### src/rtl/pcm_regs.svh
/*
 * Constants for the counter and charge-pump pin mux: register indices, field
 * positions and reset values.
 * Assumes inclusion by bare name from the design file.
 */
`ifndef PCM_REGS_SVH
`define PCM_REGS_SVH

// Register addresses on the plain port
`define PCM_ADDR_CFG1      4'h0
`define PCM_ADDR_CFG2      4'h1
`define PCM_ADDR_UCMODE    4'h2
`define PCM_ADDR_UCCTRL    4'h3
`define PCM_ADDR_PORTRD    4'h4
`define PCM_ADDR_STATUS    4'h5

// First pin-function word: bit set selects general-purpose input
`define PCM_CFG1_HGPI_BIT  0
`define PCM_CFG1_LGPI_BIT  1
`define PCM_CFG1_RESET     4'h0

// Second pin-function word: bit set selects general-purpose input
`define PCM_CFG2_GPI_BIT   0
`define PCM_CFG2_RESET     4'h0

// Counter mode word fields
`define PCM_UCM_PIN_BIT    0
`define PCM_UCM_PER_BIT    1
`define PCM_UCM_RESET      4'h0

// Counter control word
`define PCM_UCC_START_BIT  0

// Port-read bit positions
`define PCM_RD_HIGH_BIT    0
`define PCM_RD_LOW_BIT     1
`define PCM_RD_PUMP_BIT    2

`endif

### src/rtl/pcm_pkg.sv
/*
 * Types for the counter and charge-pump pin mux.
 * Assumes the constants header is on the include path.
 */
package pcm_pkg;
	typedef enum logic [1:0] {
		PCM_PH_MATCH = 2'b00,
		PCM_PH_FAST  = 2'b01,
		PCM_PH_SLOW  = 2'b10,
		PCM_PH_BOTH  = 2'b11
	} pcm_phase_type;

	typedef enum logic [1:0] {
		PCM_UC_IDLE  = 2'b00,
		PCM_UC_RUN   = 2'b01
	} pcm_ucstate_type;
endpackage

### src/rtl/pcm_pin_sync.sv
/*
 * Three-stage synchroniser with agreement filter for one pad input.
 * Assumes an asynchronous input and a single system clock.
 */
`timescale 1ns/1ps
module pcm_pin_sync (
	input  wire logic clk,
	input  wire logic rst,
	input  wire logic pinIn,
	output logic      levelOut
);
	logic s1_q;
	logic s2_q;
	logic s3_q;
	logic level_q;
	logic level_d;

	always_comb begin
		level_d = level_q;
		if (s2_q == s3_q) begin
			level_d = s3_q;
		end
	end

	always_ff @(posedge clk or posedge rst) begin
		if (rst) begin
			s1_q    <= 1'b0;
			s2_q    <= 1'b0;
			s3_q    <= 1'b0;
			level_q <= 1'b0;
		end else begin
			s1_q    <= pinIn;
			s2_q    <= s1_q;
			s3_q    <= s2_q;
			level_q <= level_d;
		end
	end

	assign levelOut = level_q;
endmodule // pcm_pin_sync

### src/rtl/pll_counter_pin_mux.sv
/*
 * Pin function mux for the second charge-pump pin and the two counter
 * input pins, with the configuration words reached over a plain port.
 * Assumes phase comparator results and backup come from same-clock logic,
 * while pad inputs are asynchronous.
 */
// Notes on behaviour
// - Pump pin is second charge-pump output or plain input, per second config.
// - Pump mode: divided oscillator faster than reference drives pin low.
// - Pump mode: divided oscillator slower than reference drives pin high.
// - Pump mode: frequencies equal leaves pin floating.
// - Pump polarity is opposite to the main pump outputs.
// - Pump pin floats in backup and during power-on reset; reset selects pump mode.
// - Each counter pin is counter input or plain input, per first config.
// - High counter pin as plain input reads at bit 0.
// - Low counter pin as plain input reads at bit 1.
// - Backup disables counter pin inputs and pulls them down.
// - After reset the high counter pin is a counter input.
// - Low counter pin supports frequency and period measurement by mode word.
// - After reset the counter measures frequency on the high pin.
`timescale 1ns/1ps
`include "pcm_regs.svh"
module pll_counter_pin_mux
	import pcm_pkg::*;
(
	input  wire logic       clk,
	input  wire logic       rst,
	input  wire logic [3:0] addr,
	input  wire logic [3:0] wrData,
	input  wire logic       wrStrobe,
	input  wire logic       rdStrobe,
	output logic      [3:0] rdData,
	input  wire logic       backup,
	input  wire logic       oscFaster,
	input  wire logic       oscSlower,
	input  wire logic       secondPumpIn,
	output logic            secondPumpOut,
	output logic            secondPumpOe_n,
	input  wire logic       highFreqCountIn,
	input  wire logic       lowFreqCountIn,
	output logic            highPullDown,
	output logic            lowPullDown,
	output logic            counterSignal,
	output logic            counterPeriodMode,
	output logic            counterStart
);
	////////////////////////////////////////////////////////////////////////
	// Configuration words
	logic [3:0]      cfg1_q;
	logic [3:0]      cfg1_d;
	logic [3:0]      cfg2_q;
	logic [3:0]      cfg2_d;
	logic [3:0]      ucMode_q;
	logic [3:0]      ucMode_d;
	logic            start_q;
	logic            start_d;
	pcm_ucstate_type ucState_q;
	pcm_ucstate_type ucState_d;
	logic [3:0]      rdData_q;
	logic [3:0]      rdData_d;

	function automatic logic wrHit(input logic [3:0] a);
		wrHit = wrStrobe && (addr == a);
	endfunction

	// Port-read bit: a pad level shows only while it is a plain input and awake
	function automatic logic portBit(input logic gpi, input logic lvl);
		portBit = gpi && !backup && lvl;
	endfunction

	// Counter feed: a pad reaches the counter only while it is not a plain input
	function automatic logic cntBit(input logic gpi, input logic lvl);
		cntBit = !gpi && lvl;
	endfunction

	always_comb begin
		cfg1_d    = cfg1_q;
		cfg2_d    = cfg2_q;
		ucMode_d  = ucMode_q;
		// Start is a one-cycle pulse
		start_d   = 1'b0;
		ucState_d = ucState_q;
		if (wrHit(`PCM_ADDR_CFG1)) begin
			cfg1_d = wrData;
		end
		if (wrHit(`PCM_ADDR_CFG2)) begin
			cfg2_d = wrData;
		end
		if (wrHit(`PCM_ADDR_UCMODE)) begin
			ucMode_d  = wrData;
			// A new mode stops any measurement in flight
			ucState_d = PCM_UC_IDLE;
		end
		if (wrHit(`PCM_ADDR_UCCTRL)) begin
			start_d = wrData[`PCM_UCC_START_BIT];
			ucState_d = wrData[`PCM_UCC_START_BIT] ? PCM_UC_RUN : PCM_UC_IDLE;
		end
	end

	////////////////////////////////////////////////////////////////////////
	// Pad inputs
	logic highLvl;
	logic lowLvl;
	logic pumpLvl;

	// Pads are asynchronous: three flops and an agreement filter each
	pcm_pin_sync uHighSync (
		.clk      (clk),
		.rst      (rst),
		.pinIn    (highFreqCountIn),
		.levelOut (highLvl)
	);

	pcm_pin_sync uLowSync (
		.clk      (clk),
		.rst      (rst),
		.pinIn    (lowFreqCountIn),
		.levelOut (lowLvl)
	);

	pcm_pin_sync uPumpSync (
		.clk      (clk),
		.rst      (rst),
		.pinIn    (secondPumpIn),
		.levelOut (pumpLvl)
	);

	logic highGpi;
	logic lowGpi;
	logic pumpGpi;
	assign highGpi = cfg1_q[`PCM_CFG1_HGPI_BIT];
	assign lowGpi  = cfg1_q[`PCM_CFG1_LGPI_BIT];
	assign pumpGpi = cfg2_q[`PCM_CFG2_GPI_BIT];

	////////////////////////////////////////////////////////////////////////
	// Read path
	always_comb begin
		// Idle cycles read zero, so read data stand for one cycle only
		rdData_d = 4'h0;
		if (rdStrobe) begin
			unique case (addr)
				`PCM_ADDR_CFG1:   rdData_d = cfg1_q;
				`PCM_ADDR_CFG2:   rdData_d = cfg2_q;
				`PCM_ADDR_UCMODE: rdData_d = ucMode_q;
				`PCM_ADDR_STATUS: rdData_d = {3'h0, ucState_q == PCM_UC_RUN};
				`PCM_ADDR_PORTRD: begin
					rdData_d[`PCM_RD_HIGH_BIT] = portBit(highGpi, highLvl);
					rdData_d[`PCM_RD_LOW_BIT]  = portBit(lowGpi, lowLvl);
					rdData_d[`PCM_RD_PUMP_BIT] = portBit(pumpGpi, pumpLvl);
				end
				// Unmapped addresses read zero
				default:          rdData_d = 4'h0;
			endcase
		end
	end

	always_ff @(posedge clk or posedge rst) begin
		if (rst) begin
			cfg1_q    <= `PCM_CFG1_RESET;
			cfg2_q    <= `PCM_CFG2_RESET;
			ucMode_q  <= `PCM_UCM_RESET;
			start_q   <= 1'b0;
			ucState_q <= PCM_UC_IDLE;
		end else begin
			cfg1_q    <= cfg1_d;
			cfg2_q    <= cfg2_d;
			ucMode_q  <= ucMode_d;
			start_q   <= start_d;
			ucState_q <= ucState_d;
		end
	end

	always_ff @(posedge clk or posedge rst) begin
		if (rst) begin
			rdData_q <= 4'h0;
		end else begin
			rdData_q <= rdData_d;
		end
	end

	assign rdData = rdData_q;

	////////////////////////////////////////////////////////////////////////
	// Second charge-pump pin
	pcm_phase_type phase;
	logic          pumpOut_q;
	logic          pumpOut_d;
	logic          pumpOe_n_q;
	logic          pumpOe_n_d;
	// Bit 0 is the faster flag, bit 1 the slower flag
	assign phase = pcm_phase_type'({oscSlower, oscFaster});

	always_comb begin
		pumpOut_d  = 1'b0;
		pumpOe_n_d = 1'b1;
		if (!backup && !pumpGpi) begin
			unique case (phase)
				PCM_PH_FAST: begin
					pumpOut_d  = 1'b0;
					pumpOe_n_d = 1'b0;
				end
				PCM_PH_SLOW: begin
					pumpOut_d  = 1'b1;
					pumpOe_n_d = 1'b0;
				end
				PCM_PH_MATCH: pumpOe_n_d = 1'b1;
				// Both flags at once is taken as a match, so the pin never fights the filter
				PCM_PH_BOTH:  pumpOe_n_d = 1'b1;
			endcase
		end
	end

	always_ff @(posedge clk or posedge rst) begin
		if (rst) begin
			pumpOut_q  <= 1'b0;
			pumpOe_n_q <= 1'b1;
		end else begin
			pumpOut_q  <= pumpOut_d;
			pumpOe_n_q <= pumpOe_n_d;
		end
	end

	assign secondPumpOut  = pumpOut_q;
	assign secondPumpOe_n = pumpOe_n_q;

	////////////////////////////////////////////////////////////////////////
	// Counter pins
	logic cntSig_q;
	logic cntSig_d;
	logic pullH_d;
	logic pullL_d;
	logic pullH_q;
	logic pullL_q;

	always_comb begin
		// Pull-downs keep the pads quiet while their inputs are off
		// backup pulls down, input off
		pullH_d  = backup;
		pullL_d  = backup;
		cntSig_d = 1'b0;
		if (!backup) begin
			// Mode bit 0 picks the low pin, else the high pin
			if (ucMode_q[`PCM_UCM_PIN_BIT]) begin
				cntSig_d = cntBit(lowGpi, lowLvl);
			end else begin
				cntSig_d = cntBit(highGpi, highLvl);
			end
		end
	end

	always_ff @(posedge clk or posedge rst) begin
		if (rst) begin
			cntSig_q <= 1'b0;
			pullH_q  <= 1'b0;
			pullL_q  <= 1'b0;
		end else begin
			cntSig_q <= cntSig_d;
			pullH_q  <= pullH_d;
			pullL_q  <= pullL_d;
		end
	end

	assign highPullDown      = pullH_q;
	assign lowPullDown       = pullL_q;
	assign counterSignal     = cntSig_q;
	assign counterStart      = start_q;

	////////////////////////////////////////////////////////////////////////
	// Counter mode outputs
	logic periodMode_q;
	logic periodMode_d;

	always_comb begin
		periodMode_d = ucMode_q[`PCM_UCM_PER_BIT] && ucMode_q[`PCM_UCM_PIN_BIT];
	end

	always_ff @(posedge clk or posedge rst) begin
		if (rst) begin
			periodMode_q <= 1'b0;
		end else begin
			periodMode_q <= periodMode_d;
		end
	end

	assign counterPeriodMode = periodMode_q;
endmodule // pll_counter_pin_mux

### config.mk
export PLATFORM = sky130hd
export DESIGN_NAME = pll_counter_pin_mux
export DESIGN_NICKNAME = d
export VERILOG_FILES = /design/src/rtl/pcm_pkg.sv /design/src/rtl/pcm_pin_sync.sv /design/src/rtl/pll_counter_pin_mux.sv
export VERILOG_INCLUDE_DIRS = /design/src /design/src/rtl
export SDC_FILE = /design/constraint.sdc
export NUM_CORES = 1
export LEC_CHECK = 0
export BUFFER_PORTS_ARGS = -buffer_cell sky130_fd_sc_hd__buf_2
export CAP_MARGIN = 20
export CELL_PAD_IN_SITES_DETAIL_PLACEMENT = 0
export CELL_PAD_IN_SITES_GLOBAL_PLACEMENT = 1
export CORE_MARGIN = 2
export CORE_UTILIZATION = 42
export CTS_CLUSTER_SIZE = 8
export DETAILED_ROUTE_END_ITERATION = 10
export GPL_TIMING_DRIVEN = 0
export PLACE_DENSITY_LB_ADDON = 0.1
export SYNTH_ARGS = -nofsm -noshare
export SYNTH_HDL_FRONTEND = slang
export SYNTH_SLANG_ARGS = --single-unit
### constraint.sdc
create_clock -name clk -period 1.6 [get_ports clk]
set_input_delay 0.16 -clock clk [delete_from_list [all_inputs] [get_ports clk]]
set_output_delay 0.16 -clock clk [all_outputs]
set_load 0.03 [all_outputs]
==> impl_metrics.csv <==
group,metric,value,unit
global_route,grt-ovfl-total,0,
clocking,clock_latency,0.33,ns
finish,area_delta_synth_final,24.52,%
routing,drt_iter0_markers,11,
yosys,avgSynthCellArea,13.58,um^2
die,die_w,60.86,um
routing,via_per_inst,4.876,
worst_hold_path,hold_end,"rdData[3]$_DFF_PP0_",
timing,finalMaxSlewViolations,0,
yosys,synth_compound_area_share,4.700,%
worst_hold_path,whs_path_depth,3,
clocking,cts_resized,0,
timing,max_slew_margin,64.19,%
timing,hold_violations,0,
clocking,cts_hold_repair.buffers,5,
critical_path,slowest_delay,0.47,ns
yosys,synth_top_cell_by_area,"dfrtp_1",
timing,worst_pin_slew,0.5366,ns
die,die_h,60.86,um
critical_path,cp-end-kind,"flop",
critical_path,crit_type,"reg2reg",
global_route,grt_first_pass_wirelength,3877,um
finish,register_area,877.1,um^2
critical_path,r2r_start,"cfg2_q[0]$_DFFE_PP0P_",
clocking,cts_buffer_depth,2,
pwr,power_leakage,0.0008111,uW
finish,multi_input_area,449.2,um^2
timing,rsz0062_at_grt,"no",
routing,wirelength,2348,um
run_status,status,"complete, no violations",
yosys,synthSimpleGateAreaFrac,13.09,%
yosys,synth.area.mux_share,12.17,%
yosys,yosys_warnings,0,
routing,firstDrtPassIters,4,
routing,route.detailed.drc,0,
timing,clock.fmax,829.4,MHz
pwr,power.density,1071,mW/mm^2
clocking,ctsRootBufferMaster,"clkbuf_4",
critical_path,critPathLaunch,"cfg2_q[0]$_DFFE_PP0P_",
timing,setup_viol,0,
timing,tns,0,ns
clocking,cts_buffers,5,
critical_path,cp_max_fo,5,
yosys,yosysTopAreaCellShare,62.67,%
run,max_cap_viol_count,0,
global_route,grt_util_all_layers,14.72,%
critical_path,cp_data_arrival_time,1.46,ns
clocking,cts_tree,"yes",
critical_path,cp.depth,3,
worst_hold_path,holdCritPathClass,"in2reg",
yosys,synth-xor-area-share,0,%
routing,vias,907,
yosys,synth_cell_types,32,
routing,drtAntennaViolNets,0,
die,ios,29,
timing,clock-skew-final,0.003886,ns
finish,mostFrequentLayoutCells,"dfrtp_1 (34), buf_2 (29), mux2_2 (12)",
critical_path,crit_family,"simple AND/OR/NAND/NOR gates",
clocking,clk_pin_slew,0.09,ns
yosys,synth_seq_cells,35,
yosys,yosysSeqAreaShare,64.61,%
finish,nets,160,
finish,num_antenna_cells,0,
global_route,grt_max_degree,24,
timing,fin_crit_sh,75.36,%
yosys,synth_cells,100,
routing,routedWlPerCell,12.62,um
place,place.port_buffers,28,
clocking,post-cts-setup-buffers,0,
finish,final_core_util,55.37,%
die,coreArea,0.003053,mm^2
critical_path,critPathSlowestCell,"or4b_1",
yosys,synth.net_count,119,
global_route,grt_pass1_vias,910,
place,routabilityCongestion,0.7422,
die,start_util,44.47,%
finish,fill_cells,286,
critical_path,critPathLaunchType,"flop",
critical_path,r2r-end,"rdData[0]$_DFF_PP0_",
finish,final_common_cell,"dfrtp_1",
critical_path,path_buf_inv,0,
clocking,htreeDepth,2,
yosys,synth_area_leaders,"dfrtp_1 (63%), mux2_2 (10%), maj3_1 (2.2%)",
die,dieArea,0.003703,mm^2
yosys,synth_top_family_by_area,"simple AND/OR/NAND/NOR gates",
critical_path,cp.required,1.85,ns
global_route,grt_antenna_before_repair,0,
finish,layout-drive-gt1-share,37.32,%
timing,fin_crit,1.206,ns
die,num_rows,20,
pwr,ir_worst_vdd,0.0007101,V
pwr,finalPower,1811,uW
critical_path,cp_cell_sequence,"mux2i_1 -> or4b_1 -> a31oi_1",
clocking,cts_sinks,35,
yosys,synth_area,0.001358,mm^2
yosys,synth_adder_area_share,3.134,%
worst_hold_path,min_from,"rdStrobe",
critical_path,rrSetupSlack,0.39,ns
critical_path,worstRegToRegCells,3,
## how the worst max path moves through the flow
stage / to / slack, ns
6_report: rdData[0]$_DFF_PP0_ / 0.39
4_1_cts: secondPumpOe_n / 0.38
3_5_place_dp: cfg2_q[0]$_DFFE_PP0P_ / 0.24
2_1_floorplan: rdData[0]$_DFF_PP0_ / 0.50
3_3_place_gp: counterStart$_DFF_PP0_ / 0.26
5_1_grt: rdData[0]$_DFF_PP0_ / 0.33
## per-layer routing
| layer | global-route usage (%) | up-vias | routed length, um |
|---|---|---|---|
| met2 | 23.35 | 26 | 1096 |
| met5 | 0 | - | 0 |
| met1 | 18.22 | 442 | 1074 |
| li1 | - | 433 | - |
| met3 | 5.117 | 6 | 137 |
| met4 | 6.522 | 0 | 40 |
## stage by stage
| stage | instance area, um^2 | hold WS, ns | setup WS (ns) | cells |
|---|---|---|---|---|
| floorplan | 1358 | 0.1914 | 0.4980 | 100 |
| global placement | 1553 | 0.2678 | 0.2577 | 172 |
| detailed placement | 1580 | 0.2312 | 0.2367 | 173 |
| CTS | 1690 | 0.05415 | 0.3778 | 186 |
| global route | 1690 | 0.05611 | 0.3337 | 186 |
| finish | 1690 | 0.07326 | 0.3943 | 186 |
## state kept, by name (all words and copies together), names as in the netlist, 4 cells and up
| signal | cells |
|---|---|
| ucMode_q | 4 |
| cfg1_q | 4 |
| rdData | 4 |
| cfg2_q | 4 |
## synthesized netlist by cell type
library cell and n:
a31oi_1 2, a32oi_1 1, nand3b_1 2, clkbuf_1 1, nor3b_1 1, buf_2 1, nor2b_1 4, nand4_1 1
dfrtp_1 34, nor3b_2 1, nor3_1 1, or3_1 1, mux2i_1 3, o21ai_0 2, a21o_1 1, or2_2 1
and3b_1 2, maj3_1 3, and4_1 1, mux2_2 12, or4_1 1, dfstp_2 1, nand2_1 5, buf_4 1
a21oi_1 2, ha_1 1, or4b_1 1, and2_1 1, nand3_1 2, nor2_1 4, inv_1 4, o211ai_1 2
## cell families after synthesis
| kind of cell | Yosys count |
|---|---|
| flops | 35 |
| simple gates | 29 |
| mux | 15 |
| compound gates | 10 |
| buf+inv | 7 |
| fa+ha+maj | 4 |
## power by group
part	total [uW]	internal, uW	switching, uW
registers	1060	993	62.8
logic	269	139	130
clock network	486	213	273
## tightest hold or removal path: cells and delay by family
kind / cells / cell delay (ns)
AOI/OAI and AO/OA: 1 / 0.04
buffers and inverters: 1 / 0.11
and+or+nand+nor: 1 / 0.06
## layout make-up
| class | count | share of cell area [%] |
|---|---|---|
| plain buffers | 3 | 0.9623 |
| clock buffers | 7 | 3.257 |
| clock inverters | 1 | 0.2961 |
| inverters | 4 | 0.8882 |
| multi-input cells | 58 | 26.57 |
| flip-flops and latches | 35 | 51.89 |
| well taps | 44 | 3.257 |
| repair buffers | 34 | 12.88 |
(Power assumes the default switching activity.)
